[config.mk]
export PLATFORM = sky130hd
export DESIGN_NAME = erx_irq_mask
export DESIGN_NICKNAME = d
export VERILOG_FILES = /design/src/verilog/erx_pkg.sv /design/src/verilog/erx_irq_mask.sv
export SDC_FILE = /design/constraint.sdc
export NUM_CORES = 2
export LEC_CHECK = 0
export BUFFER_PORTS_ARGS = -buffer_cell sky130_fd_sc_hd__buf_2
export CAP_MARGIN = 20
export CORE_MARGIN = 2
export CORE_UTILIZATION = 45
export CTS_BUF_LIST = sky130_fd_sc_hd__clkbuf_16
export DETAILED_ROUTE_END_ITERATION = 8
export GPL_TIMING_DRIVEN = 0
export PLACE_DENSITY = 0.68
export SLEW_MARGIN = 5
export SYNTH_ARGS = -nofsm -noshare
export SYNTH_HDL_FRONTEND = slang
export SYNTH_SLANG_ARGS = --single-unit
[constraint.sdc]
create_clock -name ref_clk_i -period 7.5 [get_ports ref_clk_i]
set_clock_uncertainty 0.1 [all_clocks]
set_input_delay 1.5 -clock ref_clk_i [delete_from_list [all_inputs] [get_ports ref_clk_i]]
set_output_delay 1.5 -clock ref_clk_i [all_outputs]
set_load 0.01 [all_outputs]
[src/verilog/erx_pkg.sv]
// Package with register map, field layout and reset values of the receive interrupt block.
package erx_pkg;

  // ****************************************************************
  // Register indices and count
  // ****************************************************************
  localparam int NREG           = 25;       // Stored registers; the status register is extra.
  localparam int IDX_TX_OK      = 0;
  localparam int IDX_SCOL       = 1;
  localparam int IDX_MCOL       = 2;
  localparam int IDX_RX_OK      = 3;
  localparam int IDX_FCS        = 4;
  localparam int IDX_ALIGN      = 5;
  localparam int IDX_CFG_ONE    = 6;
  localparam int IDX_CFG_TWO    = 7;
  localparam int IDX_B2B_GAP    = 8;
  localparam int IDX_NB2B_GAP   = 9;
  localparam int IDX_COLL_RETRY = 10;
  localparam int IDX_MAX_FRAME  = 11;
  localparam int IDX_PHY_SUPP   = 12;
  localparam int IDX_MAC_TEST   = 13;
  localparam int IDX_MGMT_CFG   = 14;
  localparam int IDX_MGMT_CMD   = 15;
  localparam int IDX_MGMT_ADDR  = 16;
  localparam int IDX_CTRL       = 17;
  localparam int IDX_RX_FILTER  = 18;
  localparam int IDX_WATERMARK  = 19;
  localparam int IDX_PMM_LOW    = 20;
  localparam int IDX_PMM_HIGH   = 21;
  localparam int IDX_IRQ_REQ    = 22;
  localparam int IDX_EVT_STAT   = 23;
  localparam int IDX_EVT_MASK   = 24;
  localparam int IDX_STATUS     = 25;       // Computed, no aliases.
  localparam int NSTAT          = 6;        // Statistics counters at indices 0 to 5.

  // ****************************************************************
  // Byte offsets of the base registers (aliases at +0x4, +0x8, +0xC)
  // ****************************************************************
  localparam logic [NREG:0][13:0] OFS = '{
    IDX_TX_OK: 14'h2110, IDX_SCOL: 14'h2120, IDX_MCOL: 14'h2130, IDX_RX_OK: 14'h2140,
    IDX_FCS: 14'h2150, IDX_ALIGN: 14'h2160, IDX_CFG_ONE: 14'h2200, IDX_CFG_TWO: 14'h2210,
    IDX_B2B_GAP: 14'h2220, IDX_NB2B_GAP: 14'h2230, IDX_COLL_RETRY: 14'h2240,
    IDX_MAX_FRAME: 14'h2250, IDX_PHY_SUPP: 14'h2260, IDX_MAC_TEST: 14'h2270,
    IDX_MGMT_CFG: 14'h2280, IDX_MGMT_CMD: 14'h2290, IDX_MGMT_ADDR: 14'h22A0,
    IDX_CTRL: 14'h2000, IDX_RX_FILTER: 14'h2010, IDX_WATERMARK: 14'h2020,
    IDX_PMM_LOW: 14'h2030, IDX_PMM_HIGH: 14'h2040, IDX_IRQ_REQ: 14'h2050,
    IDX_EVT_STAT: 14'h2060, IDX_EVT_MASK: 14'h2070, IDX_STATUS: 14'h2080};

  // ****************************************************************
  // Implemented bits and reset values
  // ****************************************************************
  localparam logic [NREG-1:0][31:0] WMASK = '{
    IDX_TX_OK: 32'h0000FFFF, IDX_SCOL: 32'h0000FFFF, IDX_MCOL: 32'h0000FFFF,
    IDX_RX_OK: 32'h0000FFFF, IDX_FCS: 32'h0000FFFF, IDX_ALIGN: 32'h0000FFFF,
    IDX_CFG_ONE: 32'h0000CF1F, IDX_CFG_TWO: 32'h000073FF, IDX_B2B_GAP: 32'h0000007F,
    IDX_NB2B_GAP: 32'h00007F7F, IDX_COLL_RETRY: 32'h00003F0F, IDX_MAX_FRAME: 32'h0000FFFF,
    IDX_PHY_SUPP: 32'h00001900, IDX_MAC_TEST: 32'h00000007, IDX_MGMT_CFG: 32'h0000803F,
    IDX_MGMT_CMD: 32'h00000003, IDX_MGMT_ADDR: 32'h00001F1F, IDX_CTRL: 32'h00000100,
    IDX_RX_FILTER: 32'h00000F00, IDX_WATERMARK: 32'h00FF00FF, IDX_PMM_LOW: 32'hFFFFFFFF,
    IDX_PMM_HIGH: 32'hFFFFFFFF, IDX_IRQ_REQ: 32'h00006300, IDX_EVT_STAT: 32'h0000000F,
    IDX_EVT_MASK: 32'h0000000F};
  localparam logic [NREG-1:0][31:0] RESET_VAL = '{
    IDX_CFG_ONE: 32'h0000800D, IDX_CFG_TWO: 32'h00004082, IDX_B2B_GAP: 32'h00000012,
    IDX_NB2B_GAP: 32'h00000C12, IDX_COLL_RETRY: 32'h0000370F, IDX_MAX_FRAME: 32'h000005EE,
    IDX_PHY_SUPP: 32'h00001000, IDX_MGMT_CFG: 32'h00000020, IDX_MGMT_ADDR: 32'h00000100,
    default: 32'h00000000};

  // ****************************************************************
  // Field positions
  // ****************************************************************
  localparam int BIT_TX_BUS_ERR   = 14;
  localparam int BIT_RX_BUS_ERR   = 13;
  localparam int BIT_EMPTY_WM     = 9;
  localparam int BIT_FULL_WM      = 8;
  localparam int BIT_RX_ENABLE    = 8;
  localparam int BIT_CNT_DEC      = 0;
  localparam int LSB_PM_MODE      = 8;
  localparam int LSB_EMPTY_LVL    = 0;
  localparam int LSB_FULL_LVL     = 16;
  localparam int LSB_BUF_COUNT    = 16;
  localparam int EVT_TX_BUS_ERR   = 0;
  localparam int EVT_RX_BUS_ERR   = 1;
  localparam int EVT_EMPTY_WM     = 2;
  localparam int EVT_FULL_WM      = 3;

  // Alias selector taken from address bits 3:2.
  localparam logic [1:0] OP_BASE = 2'h0;
  localparam logic [1:0] OP_CLR  = 2'h1;
  localparam logic [1:0] OP_SET  = 2'h2;
  localparam logic [1:0] OP_INV  = 2'h3;

  // Whole state of the block.
  typedef struct packed {
    logic                   ack;
    logic [31:0]            rdata;
    logic [7:0]             buf_count;
    logic [NREG-1:0][31:0]  regs;
  } erx_state_t;

endpackage

[src/verilog/erx_irq_mask.sv]
// Receive interrupt flags, pattern-match mask and controller register file.
//
// The Avalon-MM register port is this design's own decision.
`timescale 1ns/1ps
`default_nettype none

// Overview of operation
// - TX DMA bus error sets bit 14
// - RX DMA bus error sets bit 13
// - Bus-error flags hold until reset or clear
// - Empty watermark flag when count at most level
// - Hardware count increment clears empty watermark flag
// - Full watermark flag when count at least level
// - Only decrement-bit write clears full watermark flag
// - Interrupt request register writes never change watermark flags
// - 64-bit pattern mask, two registers, reset zero
// - Clear, set, invert aliases at plus 4, 8, C
// - Unimplemented bits read zero, ignore writes
// - Accept 16/32-bit accesses, ignore 8-bit accesses

module erx_irq_mask (
  input  wire  logic        ref_clk_i,                // System clock, 200 MHz.
  input  wire  logic        srst_i,                   // Synchronous reset, active high.
  input  wire  logic [13:0] avs_address_i,            // Byte address.
  input  wire  logic        avs_read_i,               // Read request.
  input  wire  logic        avs_write_i,              // Write request.
  input  wire  logic [3:0]  avs_byteenable_i,         // Byte lanes.
  input  wire  logic [31:0] avs_writedata_i,          // Write data.
  output logic [31:0]       avs_readdata_o,           // Read data, registered.
  output logic              avs_waitrequest_o,        // Stall until the answer.
  input  wire  logic        tx_dma_bus_error_i,       // TX DMA bus error pulse.
  input  wire  logic        rx_dma_bus_error_i,       // RX DMA bus error pulse.
  input  wire  logic        rx_buffer_count_inc_i,    // Hardware adds one descriptor.
  input  wire  logic [5:0]  stat_event_i,             // One increment per counter.
  output logic              receive_enable_o,         // Receive enable bit.
  output logic [3:0]        pattern_match_mode_o,     // Pattern-match mode field.
  output logic [63:0]       pattern_match_mask_o,     // Receive pattern-match mask.
  output logic [7:0]        rx_descriptor_buffer_count_o, // Buffer count.
  output logic [3:0]        irq_flags_o,              // Flags 14, 13, 9, 8.
  output logic              irq_o                     // Level interrupt.
);

  // ****************************************************************
  // State and decode signals
  // ****************************************************************
  erx_pkg::erx_state_t st;
  erx_pkg::erx_state_t next_st;
  logic        req;
  logic [13:0] base_addr;
  logic [1:0]  op;
  logic [5:0]  idx;
  logic        hit;
  logic        size_ok;
  logic [31:0] bem;
  logic [31:0] wbits;
  logic        wr;
  logic        rd_take;
  logic        dec;
  logic        empty_now;
  logic        full_now;
  logic [3:0]  evt_set;
  logic [31:0] irq_applied;

  // Finds the register whose base offset matches; returns NREG+1 on a miss.
  function automatic logic [5:0] find_idx(input logic [13:0] a);
    logic [5:0] r;
    r = 6'(erx_pkg::NREG + 1);
    for (int i = 0; i <= erx_pkg::NREG; i++) begin
      if (erx_pkg::OFS[i] == a) begin
        r = 6'(i);
      end
    end
    return r;
  endfunction

  // Expands byte enables into a bit mask.
  function automatic logic [31:0] lanes(input logic [3:0] be);
    logic [31:0] m;
    m = '0;
    for (int b = 0; b < 4; b++) begin
      m[b*8 +: 8] = {8{be[b]}};
    end
    return m;
  endfunction

  // Applies a base, clear, set or invert write to an old value.
  function automatic logic [31:0] apply_op(input logic [1:0] o, input logic [31:0] old,
                                           input logic [31:0] wd, input logic [31:0] m);
    logic [31:0] r;
    r = old;
    case (o)
      erx_pkg::OP_BASE: r = (old & ~m) | (wd & m);
      erx_pkg::OP_CLR:  r = old & ~(wd & m);
      erx_pkg::OP_SET:  r = old | (wd & m);
      erx_pkg::OP_INV:  r = old ^ (wd & m);
      default:          r = old;
    endcase
    return r;
  endfunction

  // Read view of one register; the status register is built from the count.
  function automatic logic [31:0] read_view(input logic [5:0] i, input erx_pkg::erx_state_t s);
    logic [31:0] r;
    r = '0;
    if (i == 6'(erx_pkg::IDX_STATUS)) begin
      r[erx_pkg::LSB_BUF_COUNT +: 8] = s.buf_count;
    end else if (i < 6'(erx_pkg::NREG)) begin
      r = s.regs[i] & erx_pkg::WMASK[i];
    end
    return r;
  endfunction

  // ****************************************************************
  // Avalon-MM decode
  // ****************************************************************
  // Request decode: aliases share a 16-byte slot, the status register has only its base.
  assign req       = avs_read_i | avs_write_i;
  assign base_addr = {avs_address_i[13:4], 4'h0};
  assign op        = avs_address_i[3:2];
  assign idx       = find_idx(base_addr);
  assign hit       = (idx < 6'(erx_pkg::IDX_STATUS)) ||
                     (idx == 6'(erx_pkg::IDX_STATUS) && op == erx_pkg::OP_BASE);
  assign size_ok   = (avs_byteenable_i == 4'hF) || (avs_byteenable_i == 4'h3) ||
                     (avs_byteenable_i == 4'hC);
  assign bem       = lanes(avs_byteenable_i);
  assign wbits     = avs_writedata_i & bem;

  // Accepted write and event status read; both happen at the edge where waitrequest is low.
  assign wr        = avs_write_i & st.ack & hit & size_ok &
                     (idx < 6'(erx_pkg::NREG)) & (idx != 6'(erx_pkg::IDX_EVT_STAT));
  assign rd_take   = avs_read_i & st.ack & hit & size_ok & (idx == 6'(erx_pkg::IDX_EVT_STAT));

  // Decrement request: a one written to the decrement bit by base, set or invert.
  assign dec = wr && (idx == 6'(erx_pkg::IDX_CTRL)) && (op != erx_pkg::OP_CLR) &&
               wbits[erx_pkg::BIT_CNT_DEC];

  // Watermark comparisons against the current count.
  assign empty_now = st.buf_count <=
                     st.regs[erx_pkg::IDX_WATERMARK][erx_pkg::LSB_EMPTY_LVL +: 8];
  assign full_now  = st.buf_count >=
                     st.regs[erx_pkg::IDX_WATERMARK][erx_pkg::LSB_FULL_LVL +: 8];

  // Alias operation on the interrupt request register, used only for the bus-error bits.
  assign irq_applied = apply_op(op, st.regs[erx_pkg::IDX_IRQ_REQ], avs_writedata_i, bem);

  // ****************************************************************
  // Next-state logic
  // ****************************************************************
  // Computes the whole next state from the bus, the DMA events and the counters.
  always_comb begin
    next_st     = st;
    next_st.ack = req & ~st.ack;

    // Read data is captured in the first cycle of a request; bad accesses read zero.
    if (req && !st.ack) begin
      next_st.rdata = (avs_read_i && hit && size_ok) ? read_view(idx, st) : '0;
    end

    // Plain register writes; unimplemented bits stay zero.
    if (wr && idx != 6'(erx_pkg::IDX_IRQ_REQ)) begin
      next_st.regs[idx] = apply_op(op, st.regs[idx], avs_writedata_i, bem) &
                          erx_pkg::WMASK[idx];
    end

    // The pattern mask is plain storage; software keeps it still while receive uses it.
    // Both halves come out of reset at zero and feed pattern_match_mask_o.

    // Interrupt request writes reach only the bus-error bits; watermark bits ignore them.
    if (wr && idx == 6'(erx_pkg::IDX_IRQ_REQ)) begin
      next_st.regs[erx_pkg::IDX_IRQ_REQ][erx_pkg::BIT_TX_BUS_ERR] =
        irq_applied[erx_pkg::BIT_TX_BUS_ERR];
      next_st.regs[erx_pkg::IDX_IRQ_REQ][erx_pkg::BIT_RX_BUS_ERR] =
        irq_applied[erx_pkg::BIT_RX_BUS_ERR];
    end

    // Bus errors set their flags; a set in the same cycle as a clear wins.
    if (tx_dma_bus_error_i) begin
      next_st.regs[erx_pkg::IDX_IRQ_REQ][erx_pkg::BIT_TX_BUS_ERR] = 1'b1;
    end
    if (rx_dma_bus_error_i) begin
      next_st.regs[erx_pkg::IDX_IRQ_REQ][erx_pkg::BIT_RX_BUS_ERR] = 1'b1;
    end

    // Statistics counters count their events, after any software write.
    for (int i = 0; i < erx_pkg::NSTAT; i++) begin
      if (stat_event_i[i]) begin
        next_st.regs[i][15:0] = next_st.regs[i][15:0] + 16'h0001;
      end
    end

    // Descriptor buffer count: hardware adds, software subtracts; both together cancel.
    case ({rx_buffer_count_inc_i, dec})
      2'b10: begin
        if (st.buf_count != 8'hFF) begin
          next_st.buf_count = st.buf_count + 8'h01;
        end
      end
      2'b01: begin
        if (st.buf_count != 8'h00) begin
          next_st.buf_count = st.buf_count - 8'h01;
        end
      end
      default: next_st.buf_count = st.buf_count;
    endcase

    // Empty watermark flag: set by the level test, cleared by a hardware increment.
    if (rx_buffer_count_inc_i) begin
      next_st.regs[erx_pkg::IDX_IRQ_REQ][erx_pkg::BIT_EMPTY_WM] = 1'b0;
    end else if (empty_now) begin
      next_st.regs[erx_pkg::IDX_IRQ_REQ][erx_pkg::BIT_EMPTY_WM] = 1'b1;
    end

    // Full watermark flag: set by the level test, cleared only by a decrement write.
    if (dec) begin
      next_st.regs[erx_pkg::IDX_IRQ_REQ][erx_pkg::BIT_FULL_WM] = 1'b0;
    end else if (full_now) begin
      next_st.regs[erx_pkg::IDX_IRQ_REQ][erx_pkg::BIT_FULL_WM] = 1'b1;
    end

    // Rising edges of the four flags, taken here so no loop runs through the next state.
    evt_set[erx_pkg::EVT_TX_BUS_ERR] =
      next_st.regs[erx_pkg::IDX_IRQ_REQ][erx_pkg::BIT_TX_BUS_ERR] &
      ~st.regs[erx_pkg::IDX_IRQ_REQ][erx_pkg::BIT_TX_BUS_ERR];
    evt_set[erx_pkg::EVT_RX_BUS_ERR] =
      next_st.regs[erx_pkg::IDX_IRQ_REQ][erx_pkg::BIT_RX_BUS_ERR] &
      ~st.regs[erx_pkg::IDX_IRQ_REQ][erx_pkg::BIT_RX_BUS_ERR];
    evt_set[erx_pkg::EVT_EMPTY_WM] =
      next_st.regs[erx_pkg::IDX_IRQ_REQ][erx_pkg::BIT_EMPTY_WM] &
      ~st.regs[erx_pkg::IDX_IRQ_REQ][erx_pkg::BIT_EMPTY_WM];
    evt_set[erx_pkg::EVT_FULL_WM] =
      next_st.regs[erx_pkg::IDX_IRQ_REQ][erx_pkg::BIT_FULL_WM] &
      ~st.regs[erx_pkg::IDX_IRQ_REQ][erx_pkg::BIT_FULL_WM];

    // Event status: rising flags set sticky bits; a read clears what it returned.
    next_st.regs[erx_pkg::IDX_EVT_STAT] =
      (st.regs[erx_pkg::IDX_EVT_STAT] & ~(rd_take ? st.rdata : 32'h00000000)) |
      {28'h0000000, evt_set};
  end

  // ****************************************************************
  // State register
  // ****************************************************************
  // Registers the state; reset loads the documented reset values.
  always_ff @(posedge ref_clk_i) begin
    if (srst_i) begin
      st.ack       <= 1'b0;
      st.rdata     <= 32'h00000000;
      st.buf_count <= 8'h00;
      st.regs      <= erx_pkg::RESET_VAL;
    end else begin
      st <= next_st;
    end
  end

  // ****************************************************************
  // Outputs
  // ****************************************************************
  // Bus answers one cycle after the request is seen.
  assign avs_waitrequest_o = req & ~st.ack;
  assign avs_readdata_o    = st.rdata;

  // Control fields and state driven from registers.
  assign receive_enable_o     = st.regs[erx_pkg::IDX_CTRL][erx_pkg::BIT_RX_ENABLE];
  assign pattern_match_mode_o = st.regs[erx_pkg::IDX_RX_FILTER][erx_pkg::LSB_PM_MODE +: 4];
  assign pattern_match_mask_o = {st.regs[erx_pkg::IDX_PMM_HIGH], st.regs[erx_pkg::IDX_PMM_LOW]};
  assign rx_descriptor_buffer_count_o = st.buf_count;
  assign irq_flags_o = {st.regs[erx_pkg::IDX_IRQ_REQ][erx_pkg::BIT_TX_BUS_ERR],
                        st.regs[erx_pkg::IDX_IRQ_REQ][erx_pkg::BIT_RX_BUS_ERR],
                        st.regs[erx_pkg::IDX_IRQ_REQ][erx_pkg::BIT_EMPTY_WM],
                        st.regs[erx_pkg::IDX_IRQ_REQ][erx_pkg::BIT_FULL_WM]};

  // Interrupt is high while any unmasked sticky event bit is set.
  assign irq_o = |(st.regs[erx_pkg::IDX_EVT_STAT][3:0] & st.regs[erx_pkg::IDX_EVT_MASK][3:0]);

endmodule

`default_nettype wire

==> summary.md <==
| Metric | Value |
|---|---|
| Status | `complete, but fails checks` |
| Failing checks | `negative setup slack` |
| Core area | `0.0888 mm2` |
| Worst-Skew Late Latency | `710 ps` |
| Max Fanout on Critical Path | `10` |
| Drt via density | `6.51` |
| Flop and latch count out of synthesis | `about 840` |
| Cell variety after synth | `around 110` |
| Min-Delay Path Depth | `2` |
| PD cells | `206 mW/mm2` |
| Fin nets | `around 5300` |
| Dpl hpwl | `170000 um` |
| Gr ovfl total | `0` |
| Worst R2R Setup Slack | `2080 ps` |
| Worst min-delay path category | `reg -> reg` |
| Post-place setup slack | `-2540 ps` |
| Initial antenna violation count | `16` |
| Largest area contributor in the netlist | `dfxtp_1` |
| Input/output buffers | `166` |
| Power Total | `roughly 9700 uW` |
| IO Pins | `178` |
| Clk sinks | `841` |
| Reg-to-reg endpoint | `st[142]` |
| DR vias | `about 42000` |
| Row cnt | `109` |
| Slew Limit Fails | `0` |
| Tcrit/Tclk final | `1.02` |
| Syn_nets | `4948` |
| CP Capture Type | `register` |
| Die Area | `0.0923 mm2` |
| Root Buffer | `clkbuf_16` |
| GPL Wtd Cong | `1.10` |
| Height of the die | `304 um` |
| Fmax | `about 130 MHz` |
| Maximum number of pins on one net before global-route repair | `14` |
| Routed len/inst | `35.0 um` |
| Reg2Reg Depth | `14` |
| Number of flops mapped to enable cells by yosys | `0` |
| Reg-to-reg critical path startpoint | `st[840]` |
| Area growth from synthesis to layout | `16.1%` |
| Synth Instances | `4818` |
| Post-synth top flop | `dfxtp_1` |
| Fin. Hold Viols | `0` |
| Number of max-cap violations | `0` |
| Die X | `304 um` |
| Initial DRC Count | `6776` |
| Fin crit period | `7660 ps` |
| # DRC | `0` |
| Effective utilization at floorplan | `0.456` |
| Sequential share of the synthesized area | `0.416` |
| Post-Syn Area per Cell | `8.40 um2` |
| CTS clock-pin slew for the worst setup and hold paths | `about 70 ps` |
| Async S/R FF share, synth | `0` |
| Final setup viols | `30` |
| Worst Tran Pin Value | `1320 ps` |
| Hold Path Sink | `st[764]` |
| Leak pwr | `0.0197 uW` |
| CTS tree | `built` |
| Post-route ant nets | `0` |
| CP startpoint kind | `primary input` |
| Drt first pass iters | `8` |
| Dominant cells by area after synthesis | `dfxtp_1 (42%), nand2_1 (7.7%), and3_1 (6.2%), mux2i_1 (5.9%), a21oi_1 (4.5%)` |
| Proportion of layout cells with a drive suffix above 1 | `0.153` |
| HP Start | `st[764]` |
| Mapped cell area | `0.0405 mm2` |
| Routed WL | `between 200000 and 250000 um` |
| Global Route Usage Sum | `0.467` |
| Area share of the largest cell type after synthesis | `0.416` |
| CP Class | `in -> reg` |
| Num CTS Buffers | `92` |
| WP data arrival | `roughly 8200 ps` |
| CTS max path bufs | `3` |
| Fillers | `8635` |
| Ys Warns | `0` |
| Worst EP required | `roughly 8000 ps` |
| Htree depth | `3` |
| First-pass GRT wire length | `302000 um` |
| # hold bufs at CTS | `0` |
| Relative slew slack | `0.113` |
| Maximum vdd drop | `~0.00019 V` |
| PnR worst setup slack | `-159 ps` |
| Vias in the first global route | `37400` |
==> cell type report <==
class | instances | area [um2] | share of cell area
multi-input cells | 3387 | 21200 | 0.452
clock inverters | 69 | 520 | 0.0111
diodes | 9 | 22.5 | 0.000479
flip-flops and latches | 841 | 16800 | 0.358
inverters | 91 | 344 | 0.00732
clock buffers | 93 | 2330 | 0.0495
plain buffers | 494 | 2700 | 0.0574
repair buffers | 245 | 1550 | 0.0331
well taps | 1165 | 1460 | 0.0310
==> report_power, final <==
part	internal, uW	switching (uW)	total (uW)
registers	4480	26.4	4510
clock network	2460	2020	4480
logic	157	541	698
==> kinds of logic (layout without fill, tap and decap cells) <==
family	after synthesis	count (layout)	synth area share
flops	841	841	0.416
fa+ha+maj	67	67	0.0209
mux	293	293	0.0778
simple gates	1985	1985	0.240
buf+inv	590	992	0.0720
xor+xnor	58	58	0.0126
other cells	0	9	0
compound gates	984	984	0.161
==> flip-flops by register name, indices dropped and copies added, names as in the netlist <==
register / flops
irq_flags_o: 4
pattern_match_mask_o: 64
st: 728
rx_descriptor_buffer_count_o: 8
pattern_match_mode_o: 4
avs_readdata_o: 32
receive_enable_o: 1
==> routing by layer <==
metal / track usage / part of all wire / wire length, um
met1: 0.629 / 0.39 / 88400
met2: 0.629 / 0.38 / 86100
met3: 0.162 / 0.14 / 32300
met4: 0.300 / 0.076 / 17000
met5: 0 / 0.00027 / 60
==> how the worst max path moves through the flow <==
stage / startpoint / endpoint / slack [ps] / depth (start not counted)
finish: avs_address_i[12] / st[556] / -160 / 25
global route: avs_address_i[12] / st[111] / -10 / 26
CTS: avs_address_i[12] / st[110] / 4 / 27
detailed placement: avs_address_i[7] / st[109] / -2540 / 22
global placement: avs_address_i[12] / pattern_match_mask_o[41] / -3810 / 17
floorplan: avs_address_i[12] / st[105] / 760 / 25
==> cell usage in the layout (no fill, tap or decap), types with 107 or more instances in the layout <==
| master | synthesis | routed |
|---|---|---|
| dfxtp_1 | 841 | 841 |
| nand2_1 | 835 | 834 |
| and3_1 | 399 | 399 |
| a21oi_1 | 365 | 361 |
| nor2_1 | 240 | 235 |
| mux2i_1 | 237 | 235 |
| clkbuf_1 | 264 | 234 |
| buf_2 | 70 | 233 |
| buf_4 | 129 | 175 |
| o21ai_0 | 131 | 129 |
| nand3_1 | 121 | 118 |
| inv_1 | 90 | 107 |
==> per-stage QoR <==
step | hold WS [ps] | TNS [ps] | utilization | instance area [um2] | std cells
2_1_floorplan | 309 | 0 | - | 40500 | 4818
3_3_place_gp | 318 | -746250 | 0.482 | 42800 | 6149
3_5_place_dp | 322 | -402700 | 0.487 | 43300 | 6188
4_1_cts | 332 | 0 | 0.524 | 46500 | 6370
5_1_grt | 344 | -9.61 | 0.529 | 47000 | 6386
6_report | 331 | -2490 | 0.529 | 47000 | 6394
==> worst max-delay path: stages <==
cell and delay (ps):
buf_2 110, or4b_1 540, buf_6 180, or2_1 370
o22a_4 320, a21oi_4 170, buf_12 150, buf_8 260
buf_8 310, buf_8 300, buf_6 330, o2111ai_1 260
nand4_1 130, nor3_1 80, buf_4 210, or2_2 330
ha_1 300, o21ai_0 170, a21o_1 140, o21ai_1 220
a21oi_1 620, buf_4 310, clkbuf_2 510, nand2_1 110
a21oi_1 150
==> Yosys cell counts, drive strengths merged, types with 34 or more instances <==
master and instances:
a211oi 52, a21oi 367, a22oi 39, and2 104, and3 399, buf 235, clkbuf 264, dfxtp 841
ha 66, inv 91, mux2 43, mux2i 237, nand2 837, nand3 123, nand4 45, nor2 241
nor2b 37, nor3 64, o211ai 82, o21ai 143, or3 34, xnor2 38
==> repair_timing <==
action                                  4_1_cts  5_1_grt
endpoints found under the setup margin      269      109
buffers inserted                             22       15
gates resized for setup                      72       72
pin swaps                                    13       11
(Power assumes the default switching activity.)
